==> src/ucrm_pkg.sv <==
// Shared constants and state type for the UART channel register map
package ucrm_pkg;
   localparam logic [3:0] ADDR_HOLD = 4'h0;
   localparam logic [3:0] ADDR_IEN = 4'h1;
   localparam logic [3:0] ADDR_ISTAT = 4'h2;
   localparam logic [3:0] ADDR_LCTL = 4'h3;
   localparam logic [3:0] ADDR_MCTL = 4'h4;
   localparam logic [3:0] ADDR_LSTAT = 4'h5;
   localparam logic [3:0] ADDR_MSTAT = 4'h6;
   localparam logic [3:0] ADDR_SCRATCH = 4'h7;
   localparam logic [3:0] ADDR_TXSPACE = 4'h8;
   localparam logic [3:0] ADDR_RXFILL = 4'h9;
   localparam logic [3:0] ADDR_PINDIR = 4'hA;
   localparam logic [3:0] ADDR_PINSTATE = 4'hB;
   localparam logic [3:0] ADDR_PININT = 4'hC;
   localparam logic [3:0] ADDR_RSVD = 4'hD;
   localparam logic [3:0] ADDR_PINCTL = 4'hE;
   localparam logic [3:0] ADDR_EXTRA = 4'hF;
   localparam logic [7:0] LCTL_ENHANCED = 8'hBF;
   localparam int LCTL_DIV_EN = 7;
   localparam int EFN_EXT_EN = 4;
   localparam int MCTL_TCR_EN = 2;
   localparam int MCTL_IR_EN = 6;
   localparam int FCTL_FIFO_EN = 0;
   localparam logic [7:0] EXT_IEN_MASK = 8'hF0;
   localparam logic [7:0] EXT_ISTAT_MASK = 8'h30;
   localparam logic [7:0] EXT_FCTL_MASK = 8'h30;
   localparam logic [7:0] EXT_MCTL_MASK = 8'hE0;
   localparam logic [7:0] IR_MCTL_MASK = 8'h40;
   localparam logic [7:0] RESET_BYTE = 8'h00;
   localparam logic [3:0] RESET_NIBBLE = 4'h0;

   typedef struct packed {
      logic [7:0] rdata;
      logic rx_pop;
      logic tx_load;
      logic [7:0] tx_data;
      logic fifo_write;
      logic [7:0] fctl;
      logic [7:0] ien;
      logic [7:0] lctl;
      logic [7:0] mctl;
      logic [7:0] div_lo;
      logic [7:0] div_hi;
      logic [7:0] div_fr;
      logic [7:0] efn;
      logic [7:0] resume1;
      logic [7:0] resume2;
      logic [7:0] stop1;
      logic [7:0] stop2;
      logic [7:0] scratch;
      logic [7:0] halt_lv;
      logic [7:0] trig_lv;
      logic [7:0] pin_dir;
      logic [7:0] pin_out;
      logic [7:0] pin_ien;
      logic [7:0] pin_ctl;
      logic [7:0] extra;
      logic [3:0] delta;
      logic [3:0] m_s1;
      logic [3:0] m_s2;
      logic [3:0] m_s3;
      logic [7:0] g_s1;
      logic [7:0] g_s2;
   } ucrm_state_s;
endpackage

==> src/ucrm_top.sv <==
// Register bank and address decoder of one UART channel
`timescale 1ns/100ps
// Notes on behaviour
// - Address 0 with divisor enable clear: read receive byte, write transmit byte.
// - Divisor enable set and line control not BF: addresses 0,1 are divisor bytes.
// - Fraction divisor at 2 needs divisor enable, not BF, and enhanced bit 4.
// - Divisor enable clear: address 2 reads interrupt status, writes FIFO control.
// - FIFO control: enable, rx reset, tx reset, DMA, tx trigger, rx trigger.
// - Interrupt enable at 1: rx, tx empty, line, modem, sleep, stop, RTS, CTS.
// - Extended bits writable and effective only with enhanced bit 4; else zero.
// - Line control at 3: length, stop, parity enable, even, forced, break, divisor.
// - Modem control at 4: DTR, RTS, HALT_RESUME_LEVELS/FIFO_TRIGGER_LEVELS enable, output 2, loopback.
// - Upper modem control: resume on any char, infrared on B only, prescaler.
// - Line status at 5 is read-only status from the core.
// - Modem status at 6: change flags low nibble, input levels high nibble.
// - Address 7 is normally a free scratch byte.
// - Address 6 may hold halt and resume thresholds.
// - Address 7 may hold transmit and receive trigger levels.
// - Addresses 8 and 9 return FIFO space and fill, bit 7 zero.
// - Address A holds the pin direction byte.
// - Addresses B and C hold pin state and pin interrupt enable, divisor clear.
// - Addresses E and F hold pin control and extra features, read/write.
// - Line control BF: 2 is enhanced function, 4 to 7 resume/stop characters.
module ucrm_top #(
   parameter bit IS_CHANNEL_B = 1'b0
) (
   input wire logic i_clk,
   input wire logic i_rst_n,
   input wire logic [3:0] i_addr,
   input wire logic i_wr,
   input wire logic i_rd,
   input wire logic [7:0] i_wdata,
   output logic [7:0] o_rdata,
   input wire logic [7:0] i_rx_data,
   output logic o_rx_pop,
   output logic o_tx_load,
   output logic [7:0] o_tx_data,
   input wire logic [5:0] i_int_source,
   input wire logic [7:0] i_line_status,
   input wire logic [6:0] i_tx_space,
   input wire logic [6:0] i_rx_fill,
   input wire logic i_cts_n,
   input wire logic i_dsr_n,
   input wire logic i_ring_in_n,
   input wire logic i_carrier_detect_in_n,
   input wire logic [7:0] i_gpio_in,
   output logic [7:0] o_gpio_out,
   output logic [7:0] o_gpio_oe,
   output logic o_fifo_write,
   output logic [7:0] o_fifo_ctrl,
   output logic [7:0] o_int_enable,
   output logic [7:0] o_line_control,
   output logic [7:0] o_modem_control,
   output logic [7:0] o_divisor_low,
   output logic [7:0] o_divisor_high,
   output logic [7:0] o_divisor_fraction,
   output logic [7:0] o_enhanced_function,
   output logic [7:0] o_resume_char1,
   output logic [7:0] o_resume_char2,
   output logic [7:0] o_stop_char1,
   output logic [7:0] o_stop_char2,
   output logic [7:0] o_halt_resume_levels,
   output logic [7:0] o_fifo_trigger_levels,
   output logic [7:0] o_pin_interrupt_enable,
   output logic [7:0] o_pin_control,
   output logic [7:0] o_extra_features
);
   logic rst_s1;
   logic rst_sync;
   ucrm_pkg::ucrm_state_s st;
   ucrm_pkg::ucrm_state_s next_st;
   logic bank_enh;
   logic bank_div;
   logic bank_norm;
   logic ext_on;
   logic alt_67;
   logic [7:0] ext_keep;
   logic [7:0] mctl_keep;
   logic [7:0] pin_view;
   logic [7:0] read_val;
   logic msr_read;

   always_ff @(posedge i_clk or negedge i_rst_n) begin
      if (!i_rst_n) begin
         rst_s1 <= 1'b0;
         rst_sync <= 1'b0;
      end else begin
         rst_s1 <= 1'b1;
         rst_sync <= rst_s1;
      end
   end

   always_comb begin
      bank_enh = (st.lctl == ucrm_pkg::LCTL_ENHANCED);
      bank_div = st.lctl[ucrm_pkg::LCTL_DIV_EN] && !bank_enh;
      bank_norm = !st.lctl[ucrm_pkg::LCTL_DIV_EN];
      ext_on = st.efn[ucrm_pkg::EFN_EXT_EN];
      alt_67 = st.mctl[ucrm_pkg::MCTL_TCR_EN];
      pin_view = (st.g_s2 & ~st.pin_dir) | (st.pin_out & st.pin_dir);
   end

   // Read decode across the overlaid banks
   always_comb begin
      read_val = ucrm_pkg::RESET_BYTE;
      msr_read = 1'b0;
      unique case (i_addr)
         ucrm_pkg::ADDR_HOLD: begin
            if (bank_norm) begin
               read_val = i_rx_data;
            end else if (bank_div) begin
               read_val = st.div_lo;
            end
         end
         ucrm_pkg::ADDR_IEN: begin
            if (bank_norm) begin
               read_val = st.ien;
            end else if (bank_div) begin
               read_val = st.div_hi;
            end
         end
         ucrm_pkg::ADDR_ISTAT: begin
            if (bank_enh) begin
               read_val = st.efn;
            end else if (bank_norm) begin
               read_val = {{2{st.fctl[ucrm_pkg::FCTL_FIFO_EN]}}, 2'b00, i_int_source[3:0]};
               if (ext_on) begin
                  read_val[5:4] = i_int_source[5:4];
               end
            end else if (ext_on) begin
               read_val = st.div_fr;
            end
         end
         ucrm_pkg::ADDR_LCTL: read_val = st.lctl;
         ucrm_pkg::ADDR_MCTL: read_val = bank_enh ? st.resume1 : st.mctl;
         ucrm_pkg::ADDR_LSTAT: read_val = bank_enh ? st.resume2 : i_line_status;
         ucrm_pkg::ADDR_MSTAT: begin
            if (bank_enh) begin
               read_val = st.stop1;
            end else if (alt_67) begin
               read_val = st.halt_lv;
            end else begin
               read_val = {st.m_s2, st.delta};
               msr_read = i_rd;
            end
         end
         ucrm_pkg::ADDR_SCRATCH: begin
            if (bank_enh) begin
               read_val = st.stop2;
            end else begin
               read_val = alt_67 ? st.trig_lv : st.scratch;
            end
         end
         ucrm_pkg::ADDR_TXSPACE: read_val = {1'b0, i_tx_space};
         ucrm_pkg::ADDR_RXFILL: read_val = {1'b0, i_rx_fill};
         ucrm_pkg::ADDR_PINDIR: read_val = st.pin_dir;
         ucrm_pkg::ADDR_PINSTATE: read_val = bank_norm ? pin_view : ucrm_pkg::RESET_BYTE;
         ucrm_pkg::ADDR_PININT: read_val = bank_norm ? st.pin_ien : ucrm_pkg::RESET_BYTE;
         ucrm_pkg::ADDR_RSVD: read_val = ucrm_pkg::RESET_BYTE;
         ucrm_pkg::ADDR_PINCTL: read_val = st.pin_ctl;
         ucrm_pkg::ADDR_EXTRA: read_val = st.extra;
      endcase
   end

   // Next state: writes, pulses, synchronisers and change flags
   always_comb begin
      next_st = st;
      next_st.rx_pop = i_rd && (i_addr == ucrm_pkg::ADDR_HOLD) && bank_norm;
      next_st.tx_load = 1'b0;
      next_st.fifo_write = 1'b0;
      // Held as asserted-high so the cleared reset state matches idle pins
      next_st.m_s1 = {~i_carrier_detect_in_n, ~i_ring_in_n, ~i_dsr_n, ~i_cts_n};
      next_st.m_s2 = st.m_s1;
      next_st.m_s3 = st.m_s2;
      next_st.g_s1 = i_gpio_in;
      next_st.g_s2 = st.g_s1;
      if (i_rd) begin
         next_st.rdata = read_val;
      end
      // A change seen in the read cycle survives the clear
      next_st.delta = (msr_read ? ucrm_pkg::RESET_NIBBLE : st.delta)
                      | (st.m_s2 ^ st.m_s3);
      if (i_wr) begin
         unique case (i_addr)
            ucrm_pkg::ADDR_HOLD: begin
               if (bank_norm) begin
                  next_st.tx_load = 1'b1;
                  next_st.tx_data = i_wdata;
               end else if (bank_div) begin
                  next_st.div_lo = i_wdata;
               end
            end
            ucrm_pkg::ADDR_IEN: begin
               if (bank_norm) begin
                  next_st.ien = i_wdata;
               end else if (bank_div) begin
                  next_st.div_hi = i_wdata;
               end
            end
            ucrm_pkg::ADDR_ISTAT: begin
               if (bank_enh) begin
                  next_st.efn = i_wdata;
               end else if (bank_norm) begin
                  next_st.fctl = i_wdata;
                  next_st.fifo_write = 1'b1;
               end else if (ext_on) begin
                  next_st.div_fr = i_wdata;
               end
            end
            ucrm_pkg::ADDR_LCTL: next_st.lctl = i_wdata;
            ucrm_pkg::ADDR_MCTL: begin
               if (bank_enh) begin
                  next_st.resume1 = i_wdata;
               end else begin
                  next_st.mctl = i_wdata;
               end
            end
            ucrm_pkg::ADDR_LSTAT: begin
               if (bank_enh) begin
                  next_st.resume2 = i_wdata;
               end
            end
            ucrm_pkg::ADDR_MSTAT: begin
               if (bank_enh) begin
                  next_st.stop1 = i_wdata;
               end else if (alt_67) begin
                  next_st.halt_lv = i_wdata;
               end
            end
            ucrm_pkg::ADDR_SCRATCH: begin
               if (bank_enh) begin
                  next_st.stop2 = i_wdata;
               end else if (alt_67) begin
                  next_st.trig_lv = i_wdata;
               end else begin
                  next_st.scratch = i_wdata;
               end
            end
            ucrm_pkg::ADDR_PINDIR: next_st.pin_dir = i_wdata;
            ucrm_pkg::ADDR_PINSTATE: begin
               if (bank_norm) begin
                  next_st.pin_out = i_wdata;
               end
            end
            ucrm_pkg::ADDR_PININT: begin
               if (bank_norm) begin
                  next_st.pin_ien = i_wdata;
               end
            end
            ucrm_pkg::ADDR_PINCTL: next_st.pin_ctl = i_wdata;
            ucrm_pkg::ADDR_EXTRA: next_st.extra = i_wdata;
            default: next_st.rdata = next_st.rdata;
         endcase
      end
      // Extended bits hold zero whenever the enhanced enable is clear
      ext_keep = next_st.efn[ucrm_pkg::EFN_EXT_EN] ? 8'hFF : 8'h00;
      mctl_keep = ~(ucrm_pkg::EXT_MCTL_MASK & ~ext_keep);
      if (!IS_CHANNEL_B) begin
         mctl_keep = mctl_keep & ~ucrm_pkg::IR_MCTL_MASK;
      end
      next_st.ien = next_st.ien & ~(ucrm_pkg::EXT_IEN_MASK & ~ext_keep);
      next_st.fctl = next_st.fctl & ~(ucrm_pkg::EXT_FCTL_MASK & ~ext_keep);
      next_st.mctl = next_st.mctl & mctl_keep;
   end

   always_ff @(posedge i_clk or negedge rst_sync) begin
      if (!rst_sync) begin
         st <= '0;
      end else begin
         st <= next_st;
      end
   end

   assign o_rdata = st.rdata;
   assign o_rx_pop = st.rx_pop;
   assign o_tx_load = st.tx_load;
   assign o_tx_data = st.tx_data;
   assign o_gpio_out = st.pin_out;
   assign o_gpio_oe = st.pin_dir;
   assign o_fifo_write = st.fifo_write;
   assign o_fifo_ctrl = st.fctl;
   assign o_int_enable = st.ien;
   assign o_line_control = st.lctl;
   assign o_modem_control = st.mctl;
   assign o_divisor_low = st.div_lo;
   assign o_divisor_high = st.div_hi;
   assign o_divisor_fraction = st.div_fr;
   assign o_enhanced_function = st.efn;
   assign o_resume_char1 = st.resume1;
   assign o_resume_char2 = st.resume2;
   assign o_stop_char1 = st.stop1;
   assign o_stop_char2 = st.stop2;
   assign o_halt_resume_levels = st.halt_lv;
   assign o_fifo_trigger_levels = st.trig_lv;
   assign o_pin_interrupt_enable = st.pin_ien;
   assign o_pin_control = st.pin_ctl;
   assign o_extra_features = st.extra;
endmodule

==> config.mk <==
export PLATFORM = sky130hd
export DESIGN_NAME = ucrm_top
export DESIGN_NICKNAME = d
export VERILOG_FILES = /design/src/ucrm_pkg.sv /design/src/ucrm_top.sv
export SDC_FILE = /design/constraint.sdc
export NUM_CORES = 1
export LEC_CHECK = 0
export ABC_AREA = 1
export BUFFER_PORTS_ARGS = -buffer_cell sky130_fd_sc_hd__buf_2
export CORE_MARGIN = 3
export CORE_UTILIZATION = 57
export CTS_CLUSTER_SIZE = 25
export DETAILED_ROUTE_END_ITERATION = 8
export GPL_ROUTABILITY_DRIVEN = 1
export PLACE_DENSITY = 0.83
export SLEW_MARGIN = 15
export SYNTH_ARGS = -nofsm -noshare
export SYNTH_HDL_FRONTEND = slang
export SYNTH_SLANG_ARGS = --single-unit
==> constraint.sdc <==
create_clock -name i_clk -period 9.27 [get_ports i_clk]
set_input_delay 0.927 -clock i_clk [delete_from_list [all_inputs] [get_ports i_clk]]
set_output_delay 0.927 -clock i_clk [all_outputs]
set_load 0.01 [all_outputs]
==> reports/summary.txt <==
Final hold vios = 0
Via count of the first global-routing pass = 8980
Commonest non-fill, non-tap cell in the layout = nand2_1
H-tree levels = 1
Library cells used by synthesis = 37
Buffers on Ports = 233
Relative slew slack = 30.59%
Tcrit/Tclk final = 33.35%
# setup viols final = 0
1st-iter DRT viols = 1155
Clk root buf = clkbuf_16
Worst-Margin Slew = 1.041 ns
Leak Pwr = 6.332 nW
Worst path bufs/invs = 2
Max incr delay on CP = 0.95 ns
GRT Total Usage = 31.08%
Cts repair resizes = 0
Grt peak-use layer = met2
Clk buf depth = 3
Final antenna-violating net count = 0
Worst min path class = in -> async
R2r setup slk = 6.18 ns
Die height = 145.2 um
Worst setup SP type = register
Final setup TNS = 0 ns
Clock sink total = 212
Post-CTS setup repair buffer count = 0
Antenna violations before repair = 1
Clock Latency Late Sink = 0.52 ns
Vias = 9392
Final Slew Violations = 0
DR pass1 iterations = 5
Crit-path cells = clkinv_1 -> nand3_1 -> inv_2 -> nand2_1 -> nand2_1 -> nor2_1 -> nand3_1 -> nand2_1 -> nand2_1
Detailed Route WL = 33.19 mm
Post-Route Utilization = 62.13%
Fraction of layout cells with a size suffix above 1 = 22.66%
Minimum clock period = 3.091 ns
Vias/cell = 5.584
Top reg by flops = st
Seq/Total Area, Yosys = 48.06%
Initial core utilization = 58.43%
Die X = 145.2 um
Worst-path clk slew = 0.07 ns
Most common flop cell mapped by yosys = dfrtp_1
Sequential group share of total power = 45.9%
Total grt overflow = 0
Met3 usage = 6.652%
Max FO, Critical Path = 26
Routability cong. = 1.006
Setup CP Type = reg -> reg
Top delay family on crit path = buffers and inverters
Synth warn = 0
Reg-to-reg startpoint = o_line_control[7]
Comb pwr share = 18.4%
Met1 Use GR = 43.59%
CTS tree = done
Post-CTS Hold Fix Bufs = 0
PwrDens = 218.4 nW/um^2
VDD IR-drop max = 0.0001568 V
Post-DP HPWL = 23.65 mm
GR Util met2 = 47.79%
CP endpoint kind = register
Fin Clk Skew = 0.01456 ns
Post-synth EDFFs = 0
Status = finished clean
Mean Syn Cell Area = 8.052 sq um
Max-cap violations = 0
Cells on worst reg2reg path = 9
RSZ-0062 raised after global routing = no
Critical path arrival = 3.49 ns
Net switching power = 813.3 uW
CP required = 9.67 ns
Fmax = 323.5 MHz
CTS Buf Count = 23
Internal power = 1.751 mW
Core Box Area = 18890 sq um
Mapped Area = 11040 sq um
Yosys reg bits = 212
R2R Path End = o_rdata[4]
Post-Syn Instances = 1371
DR WL/cell = 19.73 um
DRC Markers = 0
FFs w/ async S/R, synth = 100.0%
Area grow syn2layout = 6.324%
Pin count of the biggest net entering global routing = 81
Clock power frac = 35.7%
CP most frequent cell = nand2_1
First-pass GRT wire length = 51.94 mm
Switching share of total power = 31.72%
Syn nets = 1435
Final net count = 1469
Total die area = 21070 sq um
Largest register FFs = 24
Most frequent cells in the layout = 477 x nand2_1, 233 x buf_2, 211 x dfrtp_1, 154 x o21ai_0, 67 x nand3_1
Top-Level Pins = 235
# rows = 50
Critical path's slowest cell = dfrtp_1
## worst reg2reg max path: cells and delay by family, from the launching register on
kind,cells,cell delay (ns)
buffers and inverters,2,1.10
flip-flops,1,0.95
AND/OR/NAND/NOR,7,0.90
## cells in the mapped netlist, types with 6 or more instances
master / count / area, sq um
nand2_1: 477 / 1790
a21oi_1: 31 / 155.2
nor2_4: 8 / 90.09
nor2_1: 48 / 180.2
buf_2: 20 / 100.1
inv_2: 7 / 26.28
dfrtp_1: 212 / 5305
nand3b_1: 9 / 67.56
buf_6: 6 / 67.56
o21ai_0: 154 / 770.7
nand2_2: 6 / 37.54
inv_1: 59 / 221.5
nand3_1: 67 / 335.3
buf_4: 173 / 1299
nor2_2: 11 / 68.82
o21ai_1: 22 / 110.1
clkbuf_1: 26 / 97.59
## cells by family (layout without fill, tap and decap cells)
kind of cell	count (synthesis)	after routing	synth area share, %
AO/OA/AOI/OAI	212	212	9.736
XOR/XNOR	4	4	0.3173
buffers and inverters	294	344	16.54
flip-flops	212	212	48.06
multiplexers	1	1	0.1020
other	2	3	0.06803
AND/OR/NAND/NOR	646	646	25.18
## metrics by stage
stage	power [mW]	instances	area, sq um	setup WS, ns	hold WS, ns
4_1_cts	2.565	1681	11740	6.306	0.1697
3_3_place_gp	1.636	1640	10980	6.438	0.3321
6_report	2.564	1682	11740	6.179	0.1836
2_1_floorplan	1.564	1371	11040	2.925	0.3312
3_5_place_dp	1.651	1640	10980	6.338	0.3356
5_1_grt	2.669	1681	11740	5.829	0.1693
## routing by layer
metal | vias up | routed length (um)
li1 | 4253 | -
met1 | 4426 | 13370
met2 | 601 | 14660
met3 | 110 | 3676
met4 | 2 | 1466
met5 | - | 13
## cell type report
class	count	area, sq um
Timing Repair Buffer	235	1181
Fill cell	1718	7156
Multi-Input combinational cell	865	3909
Inverter	68	257.7
Sequential cell	212	5309
Clock inverter	9	83.83
Antenna cell	1	2.502
Tap cell	260	325.3
Clock buffer	32	669.4
## how the worst max path moves through the flow
stage	start	endpoint	slack, ns	cells past startpoint
2_1_floorplan	rst_sync	next_st[0]	2.92	0
3_3_place_gp	o_line_control[7]	o_rdata[5]	6.44	9
3_5_place_dp	o_line_control[7]	o_rdata[0]	6.34	9
4_1_cts	o_line_control[7]	o_rdata[4]	6.31	9
5_1_grt	o_line_control[7]	o_rdata[2]	5.83	9
6_report	o_line_control[7]	o_rdata[4]	6.18	9
## power by group through the flow
stage	clock (mW)	sequential (mW)	combinational [mW]
floorplan	0	1.15	0.419
global placement	0	1.18	0.453
detailed placement	0	1.19	0.465
CTS	0.924	1.17	0.469
global route	0.959	1.19	0.519
finish	0.916	1.18	0.472
No activity file was read; power rests on OpenSTA's default activity.
